--- config.mk ---
export PLATFORM = sky130hd
export DESIGN_NAME = cal_core
export DESIGN_NICKNAME = d
export VERILOG_FILES = /design/src/core/cal_pkg.sv /design/src/core/cal_lpf.sv /design/src/core/cal_core.sv
export SDC_FILE = /design/constraint.sdc
export NUM_CORES = 2
export LEC_CHECK = 0
export ABC_CLOCK_PERIOD_IN_PS = 3800
export BUFFER_PORTS_ARGS = -buffer_cell sky130_fd_sc_hd__buf_4
export CAP_MARGIN = 20
export CORE_MARGIN = 1
export CORE_UTILIZATION = 45
export CTS_CLUSTER_DIAMETER = 60
export CTS_CLUSTER_SIZE = 24
export DETAILED_ROUTE_END_ITERATION = 10
export PLACE_DENSITY_LB_ADDON = 0.25
export SLEW_MARGIN = 20
export SYNTH_ARGS = -nofsm -noshare
export SYNTH_HDL_FRONTEND = slang
export SYNTH_SLANG_ARGS = --single-unit
--- constraint.sdc ---
create_clock -name clk -period 3.8 [get_ports clk]
set_input_delay 0.76 -clock clk [delete_from_list [all_inputs] [get_ports clk]]
set_output_delay 0.76 -clock clk [all_outputs]
set_load 0.02 [all_outputs]
--- src/core/cal_pkg.sv ---
`default_nettype none
package cal_pkg;
    // ==========================================
    // threshold defaults, mAh
    localparam logic [15:0] CAL_INITIAL_CAPACITY_ALARM_SET_RST  = 16'h0096;
    localparam logic [15:0] CAL_INITIAL_CAPACITY_ALARM_CLR_RST  = 16'h00AF;
    localparam logic [15:0] CAL_FINAL_CAPACITY_ALARM_SET_RST  = 16'h004B;
    localparam logic [15:0] CAL_FINAL_CAPACITY_ALARM_CLR_RST  = 16'h0064;
    localparam logic [15:0] CAL_SET_DISABLED  = 16'hFFFF;
    // ==========================================
    // load model and rate source encodings
    localparam logic        CAL_MODE_CURRENT  = 1'h0;
    localparam logic        CAL_MODE_POWER    = 1'h1;
    localparam logic [2:0]  CAL_SEL_RST       = 3'h1;
    // ==========================================
    // flag word and control word bit positions
    localparam int          CAL_FLG_FINAL_CAPACITY_ALARM      = 1;
    localparam int          CAL_FLG_INITIAL_CAPACITY_ALARM      = 2;
    localparam int          CAL_FLG_TDD       = 3;
    localparam int          CAL_FLG_ISD       = 4;
    localparam int          CAL_CTL_LOAD_MODEL_INDICATOR      = 3;
    // ==========================================
    // low-pass filter: 14 s time constant, 20 MHz clock
    localparam int          CAL_TAU_S         = 14;
    localparam int          CAL_CLK_HZ        = 20000000;
    localparam logic [15:0] CAL_FLG_RST       = 16'h0000;
    localparam logic [15:0] CAL_RATE_RST      = 16'h0000;

    typedef enum logic [2:0] {
        CAL_SRC_LAST    = 3'b000,
        CAL_SRC_PRESENT = 3'b001,
        CAL_SRC_AVG     = 3'b010,
        CAL_SRC_FILT    = 3'b011,
        CAL_SRC_DESIGN  = 3'b100,
        CAL_SRC_HOST    = 3'b101,
        CAL_SRC_USER    = 3'b110
    } cal_src_t;
endpackage
`default_nettype wire

--- src/core/cal_lpf.sv ---
`default_nettype none
module cal_lpf
    import cal_pkg::*;
#(
    parameter int SHIFT = 4
) (
    input  wire logic               clk,
    input  wire logic               rst_n,
    input  wire logic               sample,
    input  wire logic signed [15:0] din,
    output var  logic signed [15:0] dout
);
    // ==========================================
    // first order filter, updated once per sample tick
    logic signed [31:0] acc_ff;
    logic signed [31:0] nxt_acc;

    always_comb begin
        nxt_acc = acc_ff;
        if (sample) begin
            // acc settles at din shifted up by SHIFT bits, so the output is taken from that slice
            nxt_acc = acc_ff + 32'(din) - (acc_ff >>> SHIFT);
        end
    end

    always_ff @(posedge clk or negedge rst_n) begin
        if (!rst_n) begin
            acc_ff <= 32'h00000000;
        end else begin
            acc_ff <= nxt_acc;
        end
    end

    assign dout = acc_ff[SHIFT +: 16];
endmodule
`default_nettype wire

--- src/core/cal_core.sv ---
`default_nettype none
// Function
// set initial alarm when remaining charge falls below its set threshold
// clear initial alarm only when charge rises above its clear threshold
// set final alarm when remaining charge falls below final set threshold
// final set threshold of minus one disables setting the final alarm
// clear final alarm only if set and charge above final clear threshold
// internal short flag follows relaxed-voltage short detection
// tab disconnect flag follows health-based tab detection, two parallel cells
// load model zero, the default, selects constant-current compensation
// load model one selects constant-power compensation
// control status word mirrors load model in an indicator bit
// current mode source zero: previous cycle average discharge current
// current mode source one, default: present cycle average discharge current
// current sources two and three: average current, 14 s filtered average
// current source four: design capacity divided by five
// current sources five and six: host-requested rate, user current rate
// power sources zero and one: previous and present cycle average power
// power sources two and three: average and filtered current times voltage
// power source four: design energy divided by five
// power sources five and six: host-requested rate, user power rate
// full charge capacity reported from gauge result at terminate voltage
// thresholds default to 150, 175, 75 and 100 mAh
// alarms re-evaluated on each new remaining charge value, word updated atomically
module cal_core
    import cal_pkg::*;
#(
    parameter int          FILT_SHIFT = 4,
    parameter logic [15:0] INITIAL_CAPACITY_ALARM_SET   = CAL_INITIAL_CAPACITY_ALARM_SET_RST,
    parameter logic [15:0] INITIAL_CAPACITY_ALARM_CLR   = CAL_INITIAL_CAPACITY_ALARM_CLR_RST,
    parameter logic [15:0] FINAL_CAPACITY_ALARM_SET   = CAL_FINAL_CAPACITY_ALARM_SET_RST,
    parameter logic [15:0] FINAL_CAPACITY_ALARM_CLR   = CAL_FINAL_CAPACITY_ALARM_CLR_RST
) (
    input  wire logic        clk,
    input  wire logic        rst_n,
    input  wire logic [15:0] initial_capacity_alarm_set_thr,
    input  wire logic [15:0] initial_capacity_alarm_clr_thr,
    input  wire logic [15:0] final_capacity_alarm_set_thr,
    input  wire logic [15:0] final_capacity_alarm_clr_thr,
    input  wire logic        thr_load,
    input  wire logic [15:0] remaining_charge,
    input  wire logic        remaining_valid,
    input  wire logic        short_detect,
    input  wire logic        tab_detect,
    input  wire logic        load_mode,
    input  wire logic [2:0]  load_select,
    input  wire logic [15:0] avg_i_last_run,
    input  wire logic [15:0] avg_i_present,
    input  wire logic [15:0] average_current_reading,
    input  wire logic [15:0] voltage_mv,
    input  wire logic [15:0] avg_p_last_run,
    input  wire logic [15:0] avg_p_present,
    input  wire logic [15:0] design_capacity,
    input  wire logic [15:0] design_energy,
    input  wire logic [15:0] host_requested_rate,
    input  wire logic [15:0] user_current_rate,
    input  wire logic [15:0] user_power_rate,
    input  wire logic        filt_tick,
    input  wire logic [15:0] fcc_in,
    input  wire logic        fcc_valid,
    output var  logic [15:0] flag_word,
    output var  logic [15:0] control_status,
    output var  logic [15:0] comp_rate,
    output var  logic        comp_power_mode,
    output var  logic [15:0] full_charge_capacity_a
);
    // ==========================================
    // reset release
    logic rst_s1_ff;
    logic rst_s2_ff;
    logic srst_n;

    always_ff @(posedge clk or negedge rst_n) begin
        if (!rst_n) begin
            rst_s1_ff <= 1'b0;
            rst_s2_ff <= 1'b0;
        end else begin
            rst_s1_ff <= 1'b1;
            rst_s2_ff <= rst_s1_ff;
        end
    end
    assign srst_n = rst_s2_ff;

    // ==========================================
    // detector pins: three-stage sync, change counts when stages two and three agree
    logic [2:0] isd_sync_ff;
    logic [2:0] tdd_sync_ff;
    logic       isd_ff;
    logic       tdd_ff;
    logic       nxt_isd;
    logic       nxt_tdd;

    always_comb begin
        nxt_isd = isd_ff;
        nxt_tdd = tdd_ff;
        if (isd_sync_ff[1] == isd_sync_ff[2]) begin
            nxt_isd = isd_sync_ff[2];
        end
        if (tdd_sync_ff[1] == tdd_sync_ff[2]) begin
            nxt_tdd = tdd_sync_ff[2];
        end
    end

    always_ff @(posedge clk or negedge srst_n) begin
        if (!srst_n) begin
            isd_sync_ff <= 3'h0;
            tdd_sync_ff <= 3'h0;
            isd_ff      <= 1'b0;
            tdd_ff      <= 1'b0;
        end else begin
            isd_sync_ff <= {isd_sync_ff[1:0], short_detect};
            tdd_sync_ff <= {tdd_sync_ff[1:0], tab_detect};
            isd_ff      <= nxt_isd;
            tdd_ff      <= nxt_tdd;
        end
    end

    // ==========================================
    // threshold registers
    logic [15:0] initial_capacity_alarm_set_ff;
    logic [15:0] initial_capacity_alarm_clr_ff;
    logic [15:0] final_capacity_alarm_set_ff;
    logic [15:0] final_capacity_alarm_clr_ff;
    logic [15:0] nxt_initial_capacity_alarm_set;
    logic [15:0] nxt_initial_capacity_alarm_clr;
    logic [15:0] nxt_final_capacity_alarm_set;
    logic [15:0] nxt_final_capacity_alarm_clr;

    always_comb begin
        nxt_initial_capacity_alarm_set = initial_capacity_alarm_set_ff;
        nxt_initial_capacity_alarm_clr = initial_capacity_alarm_clr_ff;
        nxt_final_capacity_alarm_set = final_capacity_alarm_set_ff;
        nxt_final_capacity_alarm_clr = final_capacity_alarm_clr_ff;
        if (thr_load) begin
            nxt_initial_capacity_alarm_set = initial_capacity_alarm_set_thr;
            nxt_initial_capacity_alarm_clr = initial_capacity_alarm_clr_thr;
            nxt_final_capacity_alarm_set = final_capacity_alarm_set_thr;
            nxt_final_capacity_alarm_clr = final_capacity_alarm_clr_thr;
        end
    end

    // reset defaults
    always_ff @(posedge clk or negedge srst_n) begin
        if (!srst_n) begin
            initial_capacity_alarm_set_ff <= INITIAL_CAPACITY_ALARM_SET;
            initial_capacity_alarm_clr_ff <= INITIAL_CAPACITY_ALARM_CLR;
            final_capacity_alarm_set_ff <= FINAL_CAPACITY_ALARM_SET;
            final_capacity_alarm_clr_ff <= FINAL_CAPACITY_ALARM_CLR;
        end else begin
            initial_capacity_alarm_set_ff <= nxt_initial_capacity_alarm_set;
            initial_capacity_alarm_clr_ff <= nxt_initial_capacity_alarm_clr;
            final_capacity_alarm_set_ff <= nxt_final_capacity_alarm_set;
            final_capacity_alarm_clr_ff <= nxt_final_capacity_alarm_clr;
        end
    end

    // ==========================================
    // capacity alarms
    logic initial_capacity_alarm_ff;
    logic final_capacity_alarm_ff;
    logic nxt_initial_capacity_alarm;
    logic nxt_final_capacity_alarm;

    always_comb begin
        nxt_initial_capacity_alarm = initial_capacity_alarm_ff;
        nxt_final_capacity_alarm = final_capacity_alarm_ff;
        // evaluate on each new value
        if (remaining_valid) begin
            // initial set
            if (remaining_charge < initial_capacity_alarm_set_ff) begin
                nxt_initial_capacity_alarm = 1'b1;
            // initial clear
            end else if (remaining_charge > initial_capacity_alarm_clr_ff) begin
                nxt_initial_capacity_alarm = 1'b0;
            end
            // final set, minus one disables
            if (final_capacity_alarm_set_ff != CAL_SET_DISABLED && remaining_charge < final_capacity_alarm_set_ff) begin
                nxt_final_capacity_alarm = 1'b1;
            // final clear only if set
            end else if (final_capacity_alarm_ff && remaining_charge > final_capacity_alarm_clr_ff) begin
                nxt_final_capacity_alarm = 1'b0;
            end
        end
    end

    // ==========================================
    // flag and control words, rebuilt as a whole so a read never sees half an update
    logic [15:0] flag_ff;
    logic [15:0] nxt_flag;
    logic [15:0] ctl_ff;
    logic [15:0] nxt_ctl;
    logic        mode_ff;

    always_comb begin
        // atomic word update
        nxt_flag               = CAL_FLG_RST;
        nxt_flag[CAL_FLG_INITIAL_CAPACITY_ALARM] = nxt_initial_capacity_alarm;
        nxt_flag[CAL_FLG_FINAL_CAPACITY_ALARM] = nxt_final_capacity_alarm;
        // internal short flag
        nxt_flag[CAL_FLG_ISD]  = isd_ff;
        // tab disconnect flag
        nxt_flag[CAL_FLG_TDD]  = tdd_ff;
        nxt_ctl                = 16'h0000;
        // load model indicator
        nxt_ctl[CAL_CTL_LOAD_MODEL_INDICATOR]  = load_mode;
    end

    always_ff @(posedge clk or negedge srst_n) begin
        if (!srst_n) begin
            initial_capacity_alarm_ff <= 1'b0;
            final_capacity_alarm_ff <= 1'b0;
            flag_ff <= CAL_FLG_RST;
            ctl_ff  <= 16'h0000;
            mode_ff <= CAL_MODE_CURRENT;
        end else begin
            initial_capacity_alarm_ff <= nxt_initial_capacity_alarm;
            final_capacity_alarm_ff <= nxt_final_capacity_alarm;
            flag_ff <= nxt_flag;
            ctl_ff  <= nxt_ctl;
            mode_ff <= load_mode;
        end
    end

    // ==========================================
    // rate source selection
    logic [15:0] filt_i;
    logic [15:0] rate_ff;
    logic [15:0] nxt_rate;
    logic [15:0] fcc_ff;
    logic [15:0] nxt_fcc;

    // 14 s filtered average current
    cal_lpf #(
        .SHIFT (FILT_SHIFT)
    ) u_lpf (
        .clk   (clk),
        .rst_n (srst_n),
        .sample(filt_tick),
        .din   (average_current_reading),
        .dout  (filt_i)
    );

    // power from mA and mV as the product divided by 1024; sign kept from current
    function automatic logic [15:0] cal_mul_iv(input logic [15:0] i, input logic [15:0] v);
        logic signed [31:0] p;
        p = 32'($signed(i)) * 32'($signed({1'b0, v[14:0]}));
        return p[25:10];
    endfunction

    function automatic logic [15:0] cal_div5(input logic [15:0] x);
        return x / 16'h0005;
    endfunction

    always_comb begin
        nxt_rate = CAL_RATE_RST;
        // current model when mode is zero
        if (load_mode == CAL_MODE_CURRENT) begin
            unique case (cal_src_t'(load_select))
                // previous cycle current
                CAL_SRC_LAST:    nxt_rate = avg_i_last_run;
                // present cycle current
                CAL_SRC_PRESENT: nxt_rate = avg_i_present;
                // average and filtered
                CAL_SRC_AVG:     nxt_rate = average_current_reading;
                CAL_SRC_FILT:    nxt_rate = filt_i;
                // C/5 from design capacity
                CAL_SRC_DESIGN:  nxt_rate = cal_div5(design_capacity);
                // host and user rates
                CAL_SRC_HOST:    nxt_rate = host_requested_rate;
                CAL_SRC_USER:    nxt_rate = user_current_rate;
                default:         nxt_rate = avg_i_present;
            endcase
        // power model when mode is one
        end else begin
            unique case (cal_src_t'(load_select))
                // previous and present power
                CAL_SRC_LAST:    nxt_rate = avg_p_last_run;
                CAL_SRC_PRESENT: nxt_rate = avg_p_present;
                // current times voltage
                CAL_SRC_AVG:     nxt_rate = cal_mul_iv(average_current_reading, voltage_mv);
                CAL_SRC_FILT:    nxt_rate = cal_mul_iv(filt_i, voltage_mv);
                // design energy over five
                CAL_SRC_DESIGN:  nxt_rate = cal_div5(design_energy);
                // host and user power rates
                CAL_SRC_HOST:    nxt_rate = host_requested_rate;
                CAL_SRC_USER:    nxt_rate = user_power_rate;
                default:         nxt_rate = avg_p_present;
            endcase
        end
        nxt_fcc = fcc_ff;
        // capture gauge fcc result
        if (fcc_valid) begin
            nxt_fcc = fcc_in;
        end
    end

    always_ff @(posedge clk or negedge srst_n) begin
        if (!srst_n) begin
            rate_ff <= CAL_RATE_RST;
            fcc_ff  <= 16'h0000;
        end else begin
            rate_ff <= nxt_rate;
            fcc_ff  <= nxt_fcc;
        end
    end

    assign flag_word              = flag_ff;
    assign control_status         = ctl_ff;
    assign comp_rate              = rate_ff;
    assign comp_power_mode        = mode_ff;
    assign full_charge_capacity_a = fcc_ff;
endmodule
`default_nettype wire

==> Word level (Yosys, flattened, before mapping) <==
Cells that the tools add are included.
W data, S select, Z words.
{ "word_totals": {"reg_bits": 145, "in_bits": 284} }
{ "op_classes": {"addsub": 2, "div_mod_pow": 2, "muxes": 9, "eq_ne": 8, "reduce_logical": 3, "magnitude_cmp": 4, "n_mul": 2} }
{ "op_table": {"columns": ["cell", "n"], "rows": [
  ["$pmux W16 S6", 2],
  ["$mul A16 B16 Y26", 2],
  ["$add A32 B16 Y32", 1],
  ["$div A16 B3 Y16 const B", 2],
  ["$gt A16 B16 Y1", 2],
  ["$lt A16 B16 Y1", 2],
  ["$sub A32 B28 Y32", 1],
  ["$mux W16", 1],
  ["$ne A16 B16 Y1 const B", 1],
  ["$eq A3 B3 Y1 const B", 3],
  ["$eq A3 B2 Y1 const B", 2],
  ["$mux W1", 6],
  ["$logic_not A3 Y1", 1],
  ["$eq A1 B1 Y1", 2],
  ["$logic_and A1 B1 Y1", 2]
]} }

==> Logic depth before layout (Yosys ltp) <==
{ "depth": {"word_depth": 5, "depth_mapped": 28} }

==> Modules after synthesis <==
From an unflattened synthesis, not the netlist that was laid out.
{ "unflattened": {"cells_unflattened": 3622, "hier_area_um2": 30359.1} }
{ "by_module_without_submodules": {"columns": ["mod", "n_inst", "cells_each", "seq_area_each_um2", "area_each_um2"], "rows": [
  ["cal_core", 1, 3102, 2798.9, 26166.3],
  ["cal_lpf", 1, 520, 800.8, 4192.8]
]} }

==> Worst setup path after synthesis <==
Ideal clock, no wire load.
{ "synth_timing": {"kind": "input to register", "start": "in voltage_mv[1]", "end": "reg rate_ff[14], in the netlist comp_rate[14]", "path_slack_ns": -3.010, "arrival_ns": 6.673, "path_stages": 24, "n_path_buf": 2, "required_time_ns": 3.663, "path_cell_list": "clkbuf_1 -> clkbuf_1 -> nand2_1 -> fa_1 -> inv_1 -> fa_1 -> fa_1 -> fa_1 -> inv_1 -> fa_1 -> inv_1 -> fa_1 -> ha_1 -> a21o_1 -> a21oi_1 -> o21a_1 -> a211o_1 -> a21boi_0 -> o41a_1 -> a21o_1 -> a21oi_1 -> xnor2_1 -> a221oi_1 -> o32ai_1"} }
{ "synth_via": {"elab_chain_len": 3} }
{ "synth_lines": {"columns": ["item", "line", "rtl"], "rows": [
  ["start: declaration", "cal_core.sv:50", "input wire logic [15:0] voltage_mv,"],
  ["$mul A16 B16 Y26", "cal_core.sv:246", "p = 32'($signed(i)) * 32'($signed({1'b0, v[14:0]}));"],
  ["$pmux W16 S6 *", "cal_core.sv:275", "unique case (cal_src_t'(load_select))"],
  ["$mux W16 *", "cal_core.sv:257", "if (load_mode == CAL_MODE_CURRENT) begin"],
  ["named net nxt_rate[14]", "cal_core.sv:228", "logic [15:0] nxt_rate;"],
  ["end signal: assignment", "cal_core.sv:302", "rate_ff <= nxt_rate;"],
  ["end: declaration", "cal_core.sv:227", "logic [15:0] rate_ff;"]
]} }
Mark *: on every way through the listed nets, which the timed path passes. The rest lies on a longest branch.
A chain may end at the register's enable or synchronous reset.

==> Worst setup path in the final report <==
{ "layout_timing": {"start": "in average_current_reading[10]", "end": "reg rate_ff[14], in the netlist comp_rate[14]"} }
{ "layout_via": {"elab_chain_len": 3} }
{ "layout_lines": {"columns": ["item", "line", "rtl"], "rows": [
  ["start: declaration", "cal_core.sv:49", "input wire logic [15:0] average_current_reading,"],
  ["$mul A16 B16 Y26", "cal_core.sv:246", null],
  ["$pmux W16 S6", "cal_core.sv:275", null],
  ["$mux W16", "cal_core.sv:257", null],
  ["named net nxt_rate[14]", "cal_core.sv:228", null]
]} }
The timed path passes the listed nets, and every way through them passes these cells.

==> key figures <==
Outcome
  • Status: finished, violations left
  • Failing checks: negative setup slack

Clocking
  • Clock slew at reported path FFs: 0.08 ns
  • H-tree depth: 4
  • Clk Latency, worst-skew pair: 0.49 ns
  • Cts bufs inserted: 17
  • Worst-case clock buffer depth: 2
  • Hold buffers post-CTS: 0
  • Clock root buffer master: clkbuf_16
  • Clock sink total: 143
  • CTS tree: yes

Logic synthesis
  • EDFF count, synth: 0
  • Seq/Total Area, Yosys: 0.121
  • Top_reg_cell synth: dfrtp_1
  • Async SR Flop Fraction: 1.00
  • Ys Warns: 0
  • Synth Register Bits: 143
  • Mapped Avg Cell Area: 8.36 µm²
  • Mapped Area: 0.0296 mm²
  • Synth Instances: 3,544
  • Post-synth cell types: 106

Run
  • Max-cap violations: 0

Timing
  • Worst slew pin tran: 1.08 ns
  • Minimum clock period: 6.23 ns
  • Final Setup Violations: 40
  • Clock skew: 0.0250 ns
  • F_max: 160 MHz
  • Unrepaired setup endpoints after global routing: true
  • Slew Limit Headroom: 0.274
  • Fin Setup TNS: -55.31 ns
  • Final worst slack: -2.43 ns
  • Max-slew violations: 0
  • Fin. Hold Viols: 0
  • Final Cycle Share: 1.64

Placed design
  • Placed Instances: 5,099
  • Number of I/O port buffers: 320
  • Final Wtd Congestion: 0.965
  • Hpwl dp: 79.9 mm

Global route
  • Initial antenna violation count: 4
  • Total congestion overflow: 0
  • Tot GR Track Use: 0.303
  • Vias in the first global route: 28,900
  • Pin count of the biggest net entering global routing: 95
  • First-pass GRT wire length: 158 mm

Worst setup path
  • Internal reg-to-reg setup slack: -2.28 ns
  • Crit. End Element: flip-flop
  • Crit path DAT: 6.58 ns
  • R2R Path Start: u_lpf.acc_ff[10]
  • Max stage delay cell, worst path: fa_1
  • Setup CP Type: primary input to flip-flop
  • CP Cell Sequence: buf_8 > buf_4 > nand2_1 > fa_1 > inv_1 > fa_1 > inv_2 > fa_2 > fa_1 > fa_1 > inv_1 > fa_1 > ha_4 > a21o_1 > a21oi_2 > o21a_1 > a211o_1 > a21boi_2 > o41a_1 > a21o_1 > a21oi_2 > xnor2_1 > a221oi_2 > o32ai_1
  • Crit-path max cell delay: 0.59 ns
  • Most common cell on crit path: fa_1
  • Worst EP required: 4.14 ns
  • Worst r2r dst: comp_rate[15]
  • CP bufs+invs: 5
  • Reg2reg path depth: 21
  • Worst-path maximum fanout: 5
  • Critical path depth: 24
  • Crit start category: primary input
  • CP delay by family, top: adder cells

Cells and area
  • Final Util: 0.619
  • Number of fill cells in the layout: 5,493
  • Layout cells sized above 1: 0.310
  • FF/Latch Area: 0.00362 mm²
  • Layout Cells excl Fill: 5,230
  • Area occupied by multi-input gates: 0.0239 mm²
  • Nets: 5,303
  • Area Growth Syn to Fin: 35.3%

Routing
  • DRC: 0
  • WL final: 103 mm
  • Via count: 28,500
  • DR WL/cell: 19.6 µm
  • Final ANT Viol Nets: 0
  • First-pass detailed-route iteration total: 6
  • DR iter-0 viols: 1,963
  • Vias per inst: 5.44

Die
  • Die extent in y: 259 µm
  • Initial Utilization: 0.457
  • Rows: 93
  • Die width: 259 µm
  • Core area: 0.0648 mm²
  • Io pins: 349
  • Die area: 0.0669 mm²

Min path
  • Worst hold path type: primary input to asynchronous set/reset pin
-- kinds of logic after synthesis --
logic type                 Yosys count  share of synthesized area
buffers and inverters              872                      0.116
and+or+nand+nor                   1013                      0.169
AOI/OAI and AO/OA                  710                      0.160
adders and majority gates          663                      0.388
muxes                               43                     0.0168
xor gates and xnor gates            98                     0.0290
DFF                                143                      0.121
other                                2                   0.000253
-- worst max path at each step --
stage          slack, ns                        start       endpoint
2_1_floorplan      -2.54                voltage_mv[1]  comp_rate[14]
3_3_place_gp       -3.01                voltage_mv[6]  comp_rate[14]
3_5_place_dp       -3.05                voltage_mv[6]  comp_rate[14]
4_1_cts            -2.27             u_lpf.acc_ff[11]  comp_rate[14]
5_1_grt            -2.70  average_current_reading[10]  comp_rate[14]
6_report           -2.43  average_current_reading[10]  comp_rate[14]
-- flip-flops by register name, indices dropped and copies added (netlist names) --
register	cells
u_lpf.acc_ff	32
comp_rate	16
final_capacity_alarm_clr_ff	16
final_capacity_alarm_set_ff	16
full_charge_capacity_a	16
initial_capacity_alarm_clr_ff	16
initial_capacity_alarm_set_ff	16
flag_word	4
isd_sync_ff	3
tdd_sync_ff	3
comp_power_mode	1
isd_ff	1
rst_s1_ff	1
rst_s2_ff	1
tdd_ff	1
-- per-layer routing --
layer / vias up / GRT usage / wire length, µm
met5: - / 0 / 31
met4: 4 / 0.0906 / 3380
met3: 190 / 0.0429 / 7320
met2: 1022 / 0.508 / 49400
met1: 14100 / 0.406 / 42600
li1: 13100 / - / -
-- layout make-up --
class	instances	share of cell area
tap	855	0.0267
timing repair buffer	996	0.210
clock inverter	14	0.00434
multi-input combinational	2555	0.597
antenna	1	0.0000624
clock buffer	18	0.0110
inverter	648	0.0608
sequential	143	0.0903
-- placed cells by master, fill, tap and decap left out, drive strengths merged, types with 28 or more instances in the layout --
master,count
a21o,58
a21oi,131
and2,214
buf,986
conb,28
dfrtp,126
fa,427
ha,231
inv,648
nand2,434
nand2b,30
nor2,123
nor2b,28
nor3,39
o211ai,38
o21ai,210
xnor2,75
-- worst register-to-register path, stage by stage (launching register included) --
cell and delay, ns:
dfrtp_2 0.52, buf_6 0.18, and2_1 0.16, fa_1 0.48
fa_1 0.55, inv_1 0.05, fa_1 0.55, fa_1 0.45
fa_1 0.51, inv_1 0.06, fa_1 0.43, ha_1 0.32
buf_4 0.16, and3_1 0.17, a21oi_2 0.22, a31oi_4 0.14
a21o_1 0.19, a21o_1 0.19, a21oi_2 0.18, o21bai_1 0.10
xnor2_1 0.24, o31ai_1 0.10
-- cells in the mapped netlist, types with 7 or more instances --
cell type  number  share of area
fa_1          427           0.29
a22oi_1        12         0.0030
nor2b_1        27         0.0057
o21bai_1        8         0.0020
nand3b_1       12         0.0030
a21o_1         58          0.015
mux2_2         25         0.0095
o32ai_1         9         0.0027
nor2_1        120          0.015
xnor2_1        75          0.022
nor3_1         39         0.0066
buf_2          17         0.0029
nand3_1        26         0.0044
o22ai_1        23         0.0049
inv_1         643          0.081
nor3b_1         8         0.0020
nand2_1       433          0.055
a21oi_1       130          0.022
clkbuf_1      167          0.021
and3_1         13         0.0027
ha_1          231          0.098
o211ai_1       37         0.0094
a211o_1         9         0.0027
dfstp_2        17          0.015
a21boi_0        7         0.0018
nand2b_1       30         0.0063
o21ai_1        10         0.0017
and2_1        214          0.045
buf_4          33         0.0084
o31ai_1        14         0.0035
a31oi_1        21         0.0044
a221oi_1       13         0.0038
a311oi_1       11         0.0033
o21a_1         10         0.0025
or3_1          11         0.0023
nor4_1         13         0.0027
dfrtp_1       126           0.11
a211oi_1       21         0.0053
nand4_1        23         0.0049
o2111ai_1       9         0.0027
o221ai_1       18         0.0053
xor2_1         23         0.0068
a221o_1         7         0.0024
o21ai_0       200          0.034
mux2i_1        15         0.0051
-- stage by stage --
stage,instance area (µm²),setup WS (ns),hold WS (ns)
after CTS,38900,-2.27,0.0204
after floorplan,30200,-2.54,0.331
final,40100,-2.43,0.0508
after detailed placement,37000,-3.05,0.336
after global placement,37000,-3.01,0.334
after global routing,40100,-2.70,0.0363
-- what timing repair did --
action | in CTS | in global routing
cloned | 2 | 9
setup endpoints to repair | 31 | 38
setup buffers | 61 | 48
pin swaps | 144 | 138
resized for setup | 187 | 177
Power is left out: the tool's default activity adds up to more than one toggle a clock period on the data nets, which glitch-free logic cannot reach.
